==> src/logic/dlc_defs.svh <==
`ifndef DLC_DEFS_SVH
`define DLC_DEFS_SVH

// ----------------------------------------------------------------------------
// Bus addressing
// ----------------------------------------------------------------------------
// Width of the byte address seen on the register bus.
`define DLC_AW 8
// Byte address of the data lane common configuration register.
`define DLC_ADR_LANE_CFG 8'h00
// Byte address of the DRAM system configuration register.
`define DLC_ADR_DRAM_CFG 8'h04
// Byte address of the calibration trigger register.
`define DLC_ADR_CAL_CTRL 8'h08

// ----------------------------------------------------------------------------
// Field positions
// ----------------------------------------------------------------------------
`define DLC_LCC_TERM 0
`define DLC_LCC_IOM 1
`define DLC_LCC_MDL 2
`define DLC_LCC_PDD 3
`define DLC_LCC_PDR 4
`define DLC_LCC_RES_LO 5
`define DLC_LCC_RES_HI 8
`define DLC_RES_W 4
`define DLC_DCR_SINGLE_RANK_ACCESS_ONLY 27
`define DLC_DCR_MIRROR 29
`define DLC_CAL_GO 0

// ----------------------------------------------------------------------------
// Reset values and limits
// ----------------------------------------------------------------------------
`define DLC_RST_STROBE_RES 4'h4
`define DLC_RST_MDL 1'b1
`define DLC_RST_OFF 1'b0
`define DLC_MAX_LANES 32

`endif

==> src/logic/dlc_pkg.sv <==
`include "dlc_defs.svh"

// ----------------------------------------------------------------------------
// Types shared by the configuration block and its lane controllers
// ----------------------------------------------------------------------------
package dlc_pkg;

    // Whole state of the register block.
    typedef struct packed {
        logic ack;                          // Bus acknowledge.
        logic [31:0] rdata;                 // Registered read data.
        logic [`DLC_RES_W-1:0] strobe_res;  // Strobe resistor select.
        logic res_open;                     // Strobe resistor disconnected.
        logic rx_pd;                        // Global receiver power-down.
        logic drv_pd;                       // Global driver power-down.
        logic recal_en;                     // Global delay line recalibration.
        logic io_mode;                      // Global I/O mode, 1 is CMOS.
        logic term_en;                      // Global termination enable.
        logic addr_mirror;                  // Address mirroring on rank two.
        logic single_rank;                  // One chip select at a time.
        logic cal_start;                    // Calibration start pulse.
        logic init_done;                    // Reset calibration issued.
    } dlc_state_t;

    // Whole state of one lane controller.
    typedef struct packed {
        logic rx_pd;                        // Effective receiver power-down.
        logic drv_pd;                       // Effective driver power-down.
        logic recal_en;                     // Effective recalibration enable.
        logic io_mode;                      // Effective I/O mode.
        logic term_en;                      // Effective termination enable.
    } dlc_lane_t;

endpackage : dlc_pkg

==> src/logic/dlc_lane_ctrl.sv <==
`timescale 1ns/1ns

// ----------------------------------------------------------------------------
// Lane controller: merges global and local control of one byte lane
// ----------------------------------------------------------------------------
module dlc_lane_ctrl
    import dlc_pkg::*;
(
    input wire logic clk_i,
    input wire logic rst_b_i,
    input wire logic glb_rx_pd_i,
    input wire logic glb_drv_pd_i,
    input wire logic glb_recal_en_i,
    input wire logic glb_io_mode_i,
    input wire logic glb_term_en_i,
    input wire logic loc_rx_pd_i,
    input wire logic loc_drv_pd_i,
    input wire logic loc_recal_en_i,
    input wire logic loc_io_mode_i,
    input wire logic loc_term_en_i,
    output logic rx_pd_o,
    output logic drv_pd_o,
    output logic recal_en_o,
    output logic io_mode_o,
    output logic term_en_o
);

    dlc_lane_t st_reg;   // Registered lane controls.
    dlc_lane_t st_next;  // Next lane controls.

    // Power-down, mode and termination are forced by either side; the
    // recalibration needs both sides to agree.
    always_comb
    begin
        st_next = st_reg;
        st_next.rx_pd = glb_rx_pd_i | loc_rx_pd_i;
        st_next.drv_pd = glb_drv_pd_i | loc_drv_pd_i;
        st_next.recal_en = glb_recal_en_i & loc_recal_en_i;
        st_next.io_mode = glb_io_mode_i | loc_io_mode_i;
        st_next.term_en = glb_term_en_i | loc_term_en_i;
    end

    // Registers the merged controls so the lane sees clean levels.
    always_ff @(posedge clk_i or negedge rst_b_i)
    begin
        if (!rst_b_i)
        begin
            st_reg <= '0;
        end
        else
        begin
            st_reg <= st_next;
        end
    end

    assign rx_pd_o = st_reg.rx_pd;
    assign drv_pd_o = st_reg.drv_pd;
    assign recal_en_o = st_reg.recal_en;
    assign io_mode_o = st_reg.io_mode;
    assign term_en_o = st_reg.term_en;

endmodule : dlc_lane_ctrl

==> src/logic/dlc_config_top.sv <==
`timescale 1ns/1ns
`include "dlc_defs.svh"

// Function
// - Strobe resistor resets 0x4; top bit selects pull-up.
// - Low three bits pick resistor; zero means open.
// - Receiver power-down is global OR lane bit.
// - Driver power-down is global OR lane bit.
// - Delay line enable resets high; calibration restarts.
// - Lane recalibration is global AND lane bit.
// - I/O mode is global OR lane; 1 CMOS.
// - Termination enable is global OR lane bit.
// - Mirroring bit enables second rank address mirroring.
// - Single rank bit forbids simultaneous chip selects.

module dlc_config_top
    import dlc_pkg::*;
#(
    parameter int NUM_LANES = 4  // Number of data byte lanes served.
)
(
    input wire logic CLK_I,
    input wire logic RST_B_I,
    input wire logic CYC_I,
    input wire logic STB_I,
    input wire logic WE_I,
    input wire logic [`DLC_AW-1:0] ADR_I,
    input wire logic [3:0] SEL_I,
    input wire logic [31:0] DAT_I,
    output logic [31:0] DAT_O,
    output logic ACK_O,
    input wire logic [NUM_LANES-1:0] LANE_RX_PD_I,
    input wire logic [NUM_LANES-1:0] LANE_DRV_PD_I,
    input wire logic [NUM_LANES-1:0] LANE_RECAL_EN_I,
    input wire logic [NUM_LANES-1:0] LANE_IO_MODE_I,
    input wire logic [NUM_LANES-1:0] LANE_TERM_EN_I,
    output logic [NUM_LANES-1:0] LANE_RX_PD_O,
    output logic [NUM_LANES-1:0] LANE_DRV_PD_O,
    output logic [NUM_LANES-1:0] LANE_RECAL_EN_O,
    output logic [NUM_LANES-1:0] LANE_IO_MODE_O,
    output logic [NUM_LANES-1:0] LANE_TERM_EN_O,
    output logic DQS_PULL_UP_O,
    output logic [2:0] DQS_RES_CODE_O,
    output logic DQS_RES_OPEN_O,
    output logic MDL_CAL_START_O,
    output logic ADDR_MIRROR_O,
    output logic SINGLE_RANK_O
);

    // ------------------------------------------------------------------------
    // Parameter check
    // ------------------------------------------------------------------------

    // The lane vectors must hold at least one lane and stay within the limit.
    generate
        if (NUM_LANES < 1 || NUM_LANES > `DLC_MAX_LANES)
        begin : g_bad_lanes
            $error("NUM_LANES is out of range.");
        end
    endgenerate

    // ------------------------------------------------------------------------
    // State and bus qualifiers
    // ------------------------------------------------------------------------

    dlc_state_t st_reg;   // Registered block state.
    dlc_state_t st_next;  // Next block state.
    logic bus_req;        // A bus cycle is presented.
    logic bus_wr;         // A write is completing at this edge.
    logic [31:0] lane_word;  // Read image of the lane configuration.
    logic [31:0] dram_word;  // Read image of the DRAM configuration.

    // A request is live while both cycle and strobe are high.
    assign bus_req = CYC_I && STB_I;

    // A write takes effect only at the edge where the master sees ack.
    assign bus_wr = bus_req && WE_I && st_reg.ack;

    // ------------------------------------------------------------------------
    // Read images
    // ------------------------------------------------------------------------

    // Builds the lane configuration word; unused positions stay zero.
    always_comb
    begin
        lane_word = 32'h0;
        lane_word[`DLC_LCC_RES_HI:`DLC_LCC_RES_LO] = st_reg.strobe_res;
        lane_word[`DLC_LCC_PDR] = st_reg.rx_pd;
        lane_word[`DLC_LCC_PDD] = st_reg.drv_pd;
        lane_word[`DLC_LCC_MDL] = st_reg.recal_en;
        lane_word[`DLC_LCC_IOM] = st_reg.io_mode;
        lane_word[`DLC_LCC_TERM] = st_reg.term_en;
    end

    // Builds the DRAM configuration word; unused positions stay zero.
    always_comb
    begin
        dram_word = 32'h0;
        dram_word[`DLC_DCR_MIRROR] = st_reg.addr_mirror;
        dram_word[`DLC_DCR_SINGLE_RANK_ACCESS_ONLY] = st_reg.single_rank;
    end

    // ------------------------------------------------------------------------
    // Next state
    // ------------------------------------------------------------------------

    // Answers each request one cycle after it appears, applies writes at
    // the acknowledge edge and produces the calibration start pulse.
    always_comb
    begin
        st_next = st_reg;

        // The start pulse lasts one cycle unless raised again below.
        st_next.cal_start = 1'b0;

        // The first cycle after reset starts the initial measurements.
        st_next.init_done = 1'b1;
        if (!st_reg.init_done)
        begin
            st_next.cal_start = 1'b1;
        end

        // Ack rises for one cycle and then drops even if the request stays.
        st_next.ack = bus_req && !st_reg.ack;

        // Read data is captured with the acknowledge; other times it is zero.
        st_next.rdata = 32'h0;
        if (bus_req && !st_reg.ack && !WE_I)
        begin
            // Picks the register by its full byte address.
            if (ADR_I == `DLC_ADR_LANE_CFG)
            begin
                st_next.rdata = lane_word;
            end
            else if (ADR_I == `DLC_ADR_DRAM_CFG)
            begin
                st_next.rdata = dram_word;
            end
            else
            begin
                // The trigger register and unmapped addresses read zero.
                st_next.rdata = 32'h0;
            end
        end

        // Writes honour the byte lanes; other bits are simply not stored.
        if (bus_wr)
        begin
            if (ADR_I == `DLC_ADR_LANE_CFG)
            begin
                // Byte lane zero holds the global switches and the low
                // three bits of the resistor select.
                if (SEL_I[0])
                begin
                    st_next.strobe_res[2:0] = DAT_I[`DLC_LCC_RES_HI-1:`DLC_LCC_RES_LO];
                    st_next.rx_pd = DAT_I[`DLC_LCC_PDR];
                    st_next.drv_pd = DAT_I[`DLC_LCC_PDD];
                    st_next.recal_en = DAT_I[`DLC_LCC_MDL];
                    st_next.io_mode = DAT_I[`DLC_LCC_IOM];
                    st_next.term_en = DAT_I[`DLC_LCC_TERM];
                end
                // Byte lane one holds the pull direction bit.
                if (SEL_I[1])
                begin
                    st_next.strobe_res[3] = DAT_I[`DLC_LCC_RES_HI];
                end
            end
            else if (ADR_I == `DLC_ADR_DRAM_CFG)
            begin
                // Both DRAM bits sit in the top byte lane.
                if (SEL_I[3])
                begin
                    st_next.addr_mirror = DAT_I[`DLC_DCR_MIRROR];
                    st_next.single_rank = DAT_I[`DLC_DCR_SINGLE_RANK_ACCESS_ONLY];
                end
            end
            else if (ADR_I == `DLC_ADR_CAL_CTRL)
            begin
                // Writing one restarts the initial period measurements.
                if (SEL_I[0] && DAT_I[`DLC_CAL_GO])
                begin
                    st_next.cal_start = 1'b1;
                end
            end
            else
            begin
                // Unmapped addresses are acknowledged and ignored.
                st_next.cal_start = st_next.cal_start;
            end
        end

        // The open flag follows the value code that will be stored.
        st_next.res_open = (st_next.strobe_res[2:0] == 3'h0);
    end

    // ------------------------------------------------------------------------
    // State register
    // ------------------------------------------------------------------------

    // Holds the whole block state; reset gives the documented defaults.
    always_ff @(posedge CLK_I or negedge RST_B_I)
    begin
        if (!RST_B_I)
        begin
            st_reg <= '0;
            st_reg.strobe_res <= `DLC_RST_STROBE_RES;
            st_reg.recal_en <= `DLC_RST_MDL;
            st_reg.rx_pd <= `DLC_RST_OFF;
            st_reg.drv_pd <= `DLC_RST_OFF;
            st_reg.io_mode <= `DLC_RST_OFF;
            st_reg.term_en <= `DLC_RST_OFF;
            st_reg.addr_mirror <= `DLC_RST_OFF;
            st_reg.single_rank <= `DLC_RST_OFF;
        end
        else
        begin
            st_reg <= st_next;
        end
    end

    // ------------------------------------------------------------------------
    // Lane controllers
    // ------------------------------------------------------------------------

    // One controller per byte lane merges the global and local bits.
    genvar g;
    generate
        for (g = 0; g < NUM_LANES; g = g + 1)
        begin : g_lane
            dlc_lane_ctrl u_lane (
                .clk_i(CLK_I),
                .rst_b_i(RST_B_I),
                .glb_rx_pd_i(st_reg.rx_pd),
                .glb_drv_pd_i(st_reg.drv_pd),
                .glb_recal_en_i(st_reg.recal_en),
                .glb_io_mode_i(st_reg.io_mode),
                .glb_term_en_i(st_reg.term_en),
                .loc_rx_pd_i(LANE_RX_PD_I[g]),
                .loc_drv_pd_i(LANE_DRV_PD_I[g]),
                .loc_recal_en_i(LANE_RECAL_EN_I[g]),
                .loc_io_mode_i(LANE_IO_MODE_I[g]),
                .loc_term_en_i(LANE_TERM_EN_I[g]),
                .rx_pd_o(LANE_RX_PD_O[g]),
                .drv_pd_o(LANE_DRV_PD_O[g]),
                .recal_en_o(LANE_RECAL_EN_O[g]),
                .io_mode_o(LANE_IO_MODE_O[g]),
                .term_en_o(LANE_TERM_EN_O[g])
            );
        end
    endgenerate

    // ------------------------------------------------------------------------
    // Outputs
    // ------------------------------------------------------------------------

    // Every output assigned here is a field of the state register; the lane vectors come from the lane controllers.
    assign DAT_O = st_reg.rdata;
    assign ACK_O = st_reg.ack;
    assign DQS_PULL_UP_O = st_reg.strobe_res[3];
    assign DQS_RES_CODE_O = st_reg.strobe_res[2:0];
    assign DQS_RES_OPEN_O = st_reg.res_open;
    assign MDL_CAL_START_O = st_reg.cal_start;
    assign ADDR_MIRROR_O = st_reg.addr_mirror;
    assign SINGLE_RANK_O = st_reg.single_rank;
endmodule : dlc_config_top

==> config.mk <==
export PLATFORM = sky130hd
export DESIGN_NAME = dlc_config_top
export DESIGN_NICKNAME = d
export VERILOG_FILES = /design/src/logic/dlc_pkg.sv /design/src/logic/dlc_lane_ctrl.sv /design/src/logic/dlc_config_top.sv
export VERILOG_INCLUDE_DIRS = /design/src /design/src/logic
export SDC_FILE = /design/constraint.sdc
export NUM_CORES = 1
export LEC_CHECK = 0
export BUFFER_PORTS_ARGS = -buffer_cell sky130_fd_sc_hd__buf_2
export CORE_MARGIN = 1.5
export CORE_UTILIZATION = 46
export DETAILED_ROUTE_END_ITERATION = 8
export GPL_TIMING_DRIVEN = 0
export PLACE_DENSITY_LB_ADDON = 0.1
export SLEW_MARGIN = 20
export SYNTH_ARGS = -nofsm -noshare
export SYNTH_HDL_FRONTEND = slang
export SYNTH_SLANG_ARGS = --single-unit
export TNS_END_PERCENT = 50
==> constraint.sdc <==
create_clock -name CLK_I -period 2.55 [get_ports CLK_I]
set_input_delay 0 -clock CLK_I [delete_from_list [all_inputs] [get_ports CLK_I]]
set_output_delay 0 -clock CLK_I [all_outputs]
set_load 0.01 [all_outputs]
==> results.md, run 1 <==
- Post-route insts no fill: 369
- Detail Route Antenna Nets: 0
- Clk buf depth: 2
- Vias in the first global route: around 1,400
- TNS Setup: 0 ps
- GR Layer Usage met1: 19.73%
- CTS Sinks: between 40 and 50
- Leak pwr: 1.738 nW
- Hold path cells: 3
- CP Cell Sequence: nand3_1 -> nor4_4 -> mux2_2
- # nets final: 385
- Initial DRC Count: 87
- Final setup skew: around 5.7 ps
- GRT Max-Usage Layer: met2
- Crit path max-delay family: simple AND/OR/NAND/NOR gates
- DR DRC count: 0
- Largest net degree at the start of global routing: 47
- Final hold violation count: 0
- Mux cell area share after synthesis: under 10%
- Critical path peak fanout: 9
- Final hold slack: 28.55 ps
- Placed cells: around 330
- CP Buf/Inv Count: 0
- Distinct cells, synth: 23
- CORE AREA: roughly 4400 sq um
- Max Cap Violations: 0
- IO buf count: 86
- First-pass detailed-route iteration total: 4
- Row count: 24
- Post-route clock period utilization: 69.68%
- Multi-input gate area: 584.3 sq um
- DIE AREA: 4925 sq um
- Reg-to-reg slack, setup: 770 ps
- Synth Area in Simple Gates: 17.42%
- Worst path max stage delay: 700 ps
- R2R depth: 3
- Area growth, synth to finish: 49.31%
- Peak VDD IR: approximately 240 uV
- Seq/Total Area, Yosys: 55.58%
- Total power: 1.440 mW
- RSZ-0062 raised after global routing: false
- Share of cells above drive strength 1: slightly below 60%
- Slew @ Worst Pin: 748.3 ps
- # fillers: ~310
- Post-layout min period: around 1800 ps
- Max reg flops: 11
- Int Power: 1.137 mW
- Critical setup path kind: flop to flop
- Worst Setup Start Kind: flop
- CTS resizes: 0
- Die width: 70.18 microns
- Worst skew pair latency: approximately 290 ps
- Commonest non-fill, non-tap cells in the layout: buf_2, buf_4, dfrtp_1, dlygate4sd3_1, conb_1
- CP Capture Type: flop
- GR Util met3: between 4 and 5%
- Power share of the clock group: 34.4%
- Number of antenna violations at the first check in global routing: 0
- Final wirelength: roughly 3900 microns
- Gpl congestion: 0.7509
- FF/Latch Area: 1154 sq um
- WL/cell: 10.48 microns
- Global-route met2 utilization: 29.74%
- Commonest non-fill, non-tap cell in the layout: buf_2
- Yosys warnings: 0
- Syn Area/Cell: 12.28 sq um
- Synth Area in Compound Gates: 0.2411%
- Vias: 1,527
- Hold crit path type: input pin to flop
- Die Y: 70.18 microns
- First-pass GRT wire length: 6417 microns
- Post-Synth XOR/XNOR Area: 0%
- H-Tree Depth: 2
- Stages on worst setup path: 3
- #FFs+latches synth: between 40 and 50
- Highest clock rate: 562.8 MHz
- Cts bufs inserted: 5
- Critical-path top delay cell: nor4_4
- Grt total ovfl: 0
- Clock slew at reported path FFs: 80 ps
- NetSw: between 300 and 400 uW
- Mapped Area: ~2100 sq um
- Sequential Power Share: 52.1%
- Antenna diodes: 0
- Main combinational cell family by area after synthesis: buffers and inverters
- Crit path arrival time: 1950 ps
- Ports: 130
- Worst path required time: 2720 ps
- Final Setup Violations: 0
- Max Slew Vio Count: 0
- Relative slew slack: 49.74%
- Comb power frac: a little over an eighth
- Outcome: complete, no violations
- Gr usage total: 16.61%
- Starting Density: 47.67%
- Post-Synth Adder-Cell Area: 0%
- PD cells: ~460 nW/um^2
- Root buf cell: clkbuf_8
- Synth Instances: 169
- Vias per cell: 4.138
- Sw frac: approximately a fifth
- CTS tree: built
-- tightest hold or removal path, stage by stage --
cell and delay (ps):
buf_2 110, nand4b_1 80, o21ai_0 80
-- power by group through the flow --
stage / Sequential [mW] / Combinational (mW) / Clock (mW)
after floorplan: 0.764 / 0.0843 / 0
after global placement: 0.764 / 0.152 / 0
after detailed placement: 0.764 / 0.153 / 0
after CTS: 0.750 / 0.194 / 0.512
after global routing: 0.752 / 0.214 / 0.539
final: 0.750 / 0.195 / 0.495
-- kinds of logic (layout without fill, tap and decap cells) --
family                 Yosys count  count (layout)
AOI/OAI and AO/OA                1               1
buffers and inverters           55             183
DFF                             46              46
muxes                           12              12
other                            2              22
and+or+nand+nor                 53              53
-- cell usage after synthesis --
cell type / n / area, sq um
nor2_1: 4 / 15.01
and3b_1: 1 / 8.760
nor4_4: 1 / 21.27
nand3_1: 2 / 10.01
o21ai_0: 1 / 5.000
mux2_2: 12 / 135.1
nor3b_1: 1 / 7.510
nor4_1: 1 / 6.260
nand4bb_1: 1 / 11.26
nor2b_1: 1 / 6.260
nand4b_1: 1 / 8.760
or4_4: 1 / 11.26
buf_4: 55 / 412.9
dfrtp_1: 44 / 1101
conb_1: 2 / 7.510
nand2_1: 1 / 3.750
or2_2: 17 / 106.4
and2_1: 13 / 81.33
and4_1: 3 / 26.28
nor3_1: 2 / 10.01
nor4b_2: 1 / 15.01
dfstp_2: 2 / 52.55
nand4_1: 2 / 12.51
-- metrics by stage --
stage	instance area (sq um)	util (%)	setup slack, ps
2_1_floorplan	2151	-	1004
3_3_place_gp	2646	60.78	700.0
3_5_place_dp	2646	60.78	670.4
4_1_cts	3097	71.12	772.9
5_1_grt	3099	71.18	697.0
6_report	3099	71.18	773.2
-- final cells by class --
cell class,count,share of cell area [%]
Buffer,55,13.32
Clock buffer,8,3.553
Multi-Input combinational cell,88,18.85
Sequential cell,46,37.22
Tap cell,52,2.099
Timing Repair Buffer,120,24.95
-- worst paths after layout --
path | from | end
hold / removal | SEL_I[0] | MDL_CAL_START_O
min in group asynchronous | RST_B_I | g_lane[2].u_lane.rx_pd_o
max in group asynchronous | RST_B_I | DQS_RES_CODE_O[2]
hold reg to reg | st_reg[0] | MDL_CAL_START_O
setup reg to reg | ACK_O | DQS_RES_CODE_O[1]
setup / recovery | ACK_O | DQS_RES_CODE_O[1]
-- what timing repair did --
item	CTS	global route
hold endpoints to repair	76	0
hold buffers	34	0
setup buffers	0	0
-- layer usage --
layer / vias to the layer above / wire length, microns / part of all wire (%)
met2: 72 / 1960 / 51
li1: 767 / - / -
met5: - / 0 / 0
met1: 684 / 1566 / 41
met4: 0 / 32 / 0.83
met3: 4 / 307 / 7.9
(Power assumes the default switching activity.)
==> run 2, diff against run 1 <==
--- a/config.mk
+++ b/config.mk
@@ -8,7 +8,7 @@
 export LEC_CHECK = 0
 export BUFFER_PORTS_ARGS = -buffer_cell sky130_fd_sc_hd__buf_2
 export CORE_MARGIN = 1.5
-export CORE_UTILIZATION = 46
+export CORE_UTILIZATION = 38
 export DETAILED_ROUTE_END_ITERATION = 8
 export GPL_TIMING_DRIVEN = 0
 export PLACE_DENSITY_LB_ADDON = 0.1
==> constraint.sdc (replaced) <==
create_clock -name CLK_I -period 1.6 [get_ports CLK_I]
set_input_delay 0 -clock CLK_I [delete_from_list [all_inputs] [get_ports CLK_I]]
set_output_delay 0 -clock CLK_I [all_outputs]
set_load 0.01 [all_outputs]
==> results.md, run 2 (synthesized netlist as in run 1, its figures left out) <==
- Relative slew slack: 62.65% (+13 points)
- Worst Setup Start Kind: flop
- Critical path peak fanout: 5 (-4)
- Total power: 2.214 mW (+54%)
- Die width: 76.91 microns (+9.6%)
- Commonest non-fill, non-tap cell in the layout: buf_2
- Die Y: 76.91 microns (+9.6%)
- Starting Density: 40.13% (-7.5 points)
- Crit path arrival time: 1640 ps (-310 ps)
- Clk buf depth: 2 (unchanged)
- R2R depth: 4 (+1)
- Largest net degree at the start of global routing: 47 (unchanged)
- CORE AREA: 5172 sq um (+19%)
- Hold crit path type: input pin to flop
- Gpl congestion: 0.7462 (-0.63%)
- Gr usage total: 14.86% (-1.8 points)
- Max reg flops: 11 (unchanged)
- IO buf count: 86 (unchanged)
- Initial DRC Count: 36 (-59%)
- Worst path max stage delay: 430 ps (-270 ps)
- Post-route clock period utilization: 91.47% (+22 points)
- WL/cell: 10.40 microns (-0.70%)
- CTS tree: built
- Multi-input gate area: 593.1 sq um (+1.5%)
- Commonest non-fill, non-tap cells in the layout: buf_2, buf_4, dfrtp_1, dlygate4sd3_1, conb_1
- Placed cells: 345 (+5.5%)
- Cts bufs inserted: 5 (unchanged)
- CP Cell Sequence: nand3_1 -> nor4_4 -> buf_4 -> mux2_2
- PD cells: 708.1 nW/um^2 (+52%)
- Clock slew at reported path FFs: 80 ps (about the same)
- Post-route insts no fill: 389 (+5.4%)
- Max Slew Vio Count: 0 (unchanged)
- Critical setup path kind: flop to flop
- DP HPWL: 2769 microns
- CP Capture Type: flop
- Antenna diodes: 0 (unchanged)
- Number of antenna violations at the first check in global routing: 0 (unchanged)
- Leak pwr: 1.751 nW (+0.72%)
- Grt total ovfl: 0 (unchanged)
- Final Setup Violations: 0 (unchanged)
- Vias in the first global route: 1,523 (+7.5%)
- Ports: 130 (unchanged)
- Finished Core Util: 60.45% (-11 points)
- Max Cap Violations: 0 (unchanged)
- Peak VDD IR: 367.8 uV (+51%)
- # fillers: 452 (+44%)
- Outcome: complete, no violations
- RSZ-0062 raised after global routing: false
- First-pass GRT wire length: 6872 microns (+7.1%)
- Share of cells above drive strength 1: 57.68% (about the same)
- Critical-path top delay cell: dfrtp_1
- Final setup skew: 3.862 ps (-1.831 ps)
- Final hold violation count: 0 (unchanged)
- Worst skew pair latency: 290 ps (about the same)
- # nets final: 387 (+0.52%)
- H-Tree Depth: 2 (unchanged)
- First-pass detailed-route iteration total: 4 (unchanged)
- Slew @ Worst Pin: 560.3 ps (-188.0 ps)
- Reg-to-reg slack, setup: 140 ps (-640 ps)
- CTS Sinks: 46 (unchanged)
- Post-layout min period: 1464 ps (-313.2 ps)
- Detail Route Antenna Nets: 0 (unchanged)
- Hold path cells: 3 (unchanged)
- Root buf cell: clkbuf_8
- Highest clock rate: 683.3 MHz (+21%)
- Vias: 1,530 (+0.20%)
- Final wirelength: 4047 microns (+4.7%)
- FF/Latch Area: 1154 sq um (unchanged)
- Area growth, synth to finish: 50.63%
- DR DRC count: 0 (unchanged)
- Row count: 26 (+8.3%)
- Worst path required time: 1780 ps (-940 ps)
- Vias per cell: 3.933 (-5.0%)
- DIE AREA: 5915 sq um (+20%)
## run 2: changes by cell type in the layout (fill, tap and decap cells not counted), sizes merged
cell    previous run  this run
buf              141       143
clkbuf             8         7
clkinv             0         1
## run 2: worst max-delay path, delay by kind of cell, from the launching register on
kind / cells / cell delay (ps)
simple gates: 2 / 380
mux: 1 / 340
flops: 1 / 430
buf+inv: 1 / 190
## run 2: power breakdown
part	internal [mW]	switching, mW	leakage, nW	total (mW)
logic	0.190	0.123	1.11	0.313
clock network	0.348	0.358	0.0482	0.706
registers	1.19	0.00835	0.588	1.20
## run 2: final cells by class
type | instances | area share (%)
buffer | 55 | 13.21
multi-input combinational | 88 | 18.97
tap | 70 | 2.801
sequential | 46 | 36.89
timing repair buffer | 122 | 25.21
clock buffer | 7 | 2.761
clock inverter | 1 | 0.1601
## run 2: final timing paths
check | start | endpoint
worst max-delay path | ACK_O | DQS_RES_OPEN_O
worst min-delay path | SEL_I[0] | MDL_CAL_START_O
worst max register to register | ACK_O | DQS_RES_OPEN_O
worst min register to register | st_reg[0] | MDL_CAL_START_O
max in group asynchronous | RST_B_I | g_lane[3].u_lane.io_mode_o
min in group asynchronous | RST_B_I | DQS_RES_CODE_O[0]
## run 2: per-layer routing
layer / vias up / GRT usage (%) / part of all wire [%]
met5: - / 0 / 0
met4: 0 / 5.000 / 1.4
met3: 7 / 4.167 / 8.2
met2: 73 / 27.61 / 53
met1: 680 / 16.02 / 38
li1: 770 / - / -
## run 2: what timing repair did
item / 4_1_cts / 5_1_grt
hold endpoints to repair: 76 / 0
gates resized for setup: 0 / 1
pin swaps: 1 / 0
hold buffers: 34 / 0
endpoints found under the setup margin: 9 / 9
buffers inserted: 2 / 0
## run 2: stage by stage
step / hold WS, ps / instance area (sq um) / TNS, ps / setup WS [ps]
3_3_place_gp: 190.8 / 2669 / -2825 / -243.3
3_5_place_dp: 190.5 / 2669 / -2922 / -256.0
5_1_grt: 44.04 / 3127 / 0 / 57.90
4_1_cts: 14.95 / 3115 / 0 / 7.064
2_1_floorplan: -295.6 / 2151 / 0 / 53.73
6_report: 27.72 / 3127 / 0 / 136.4
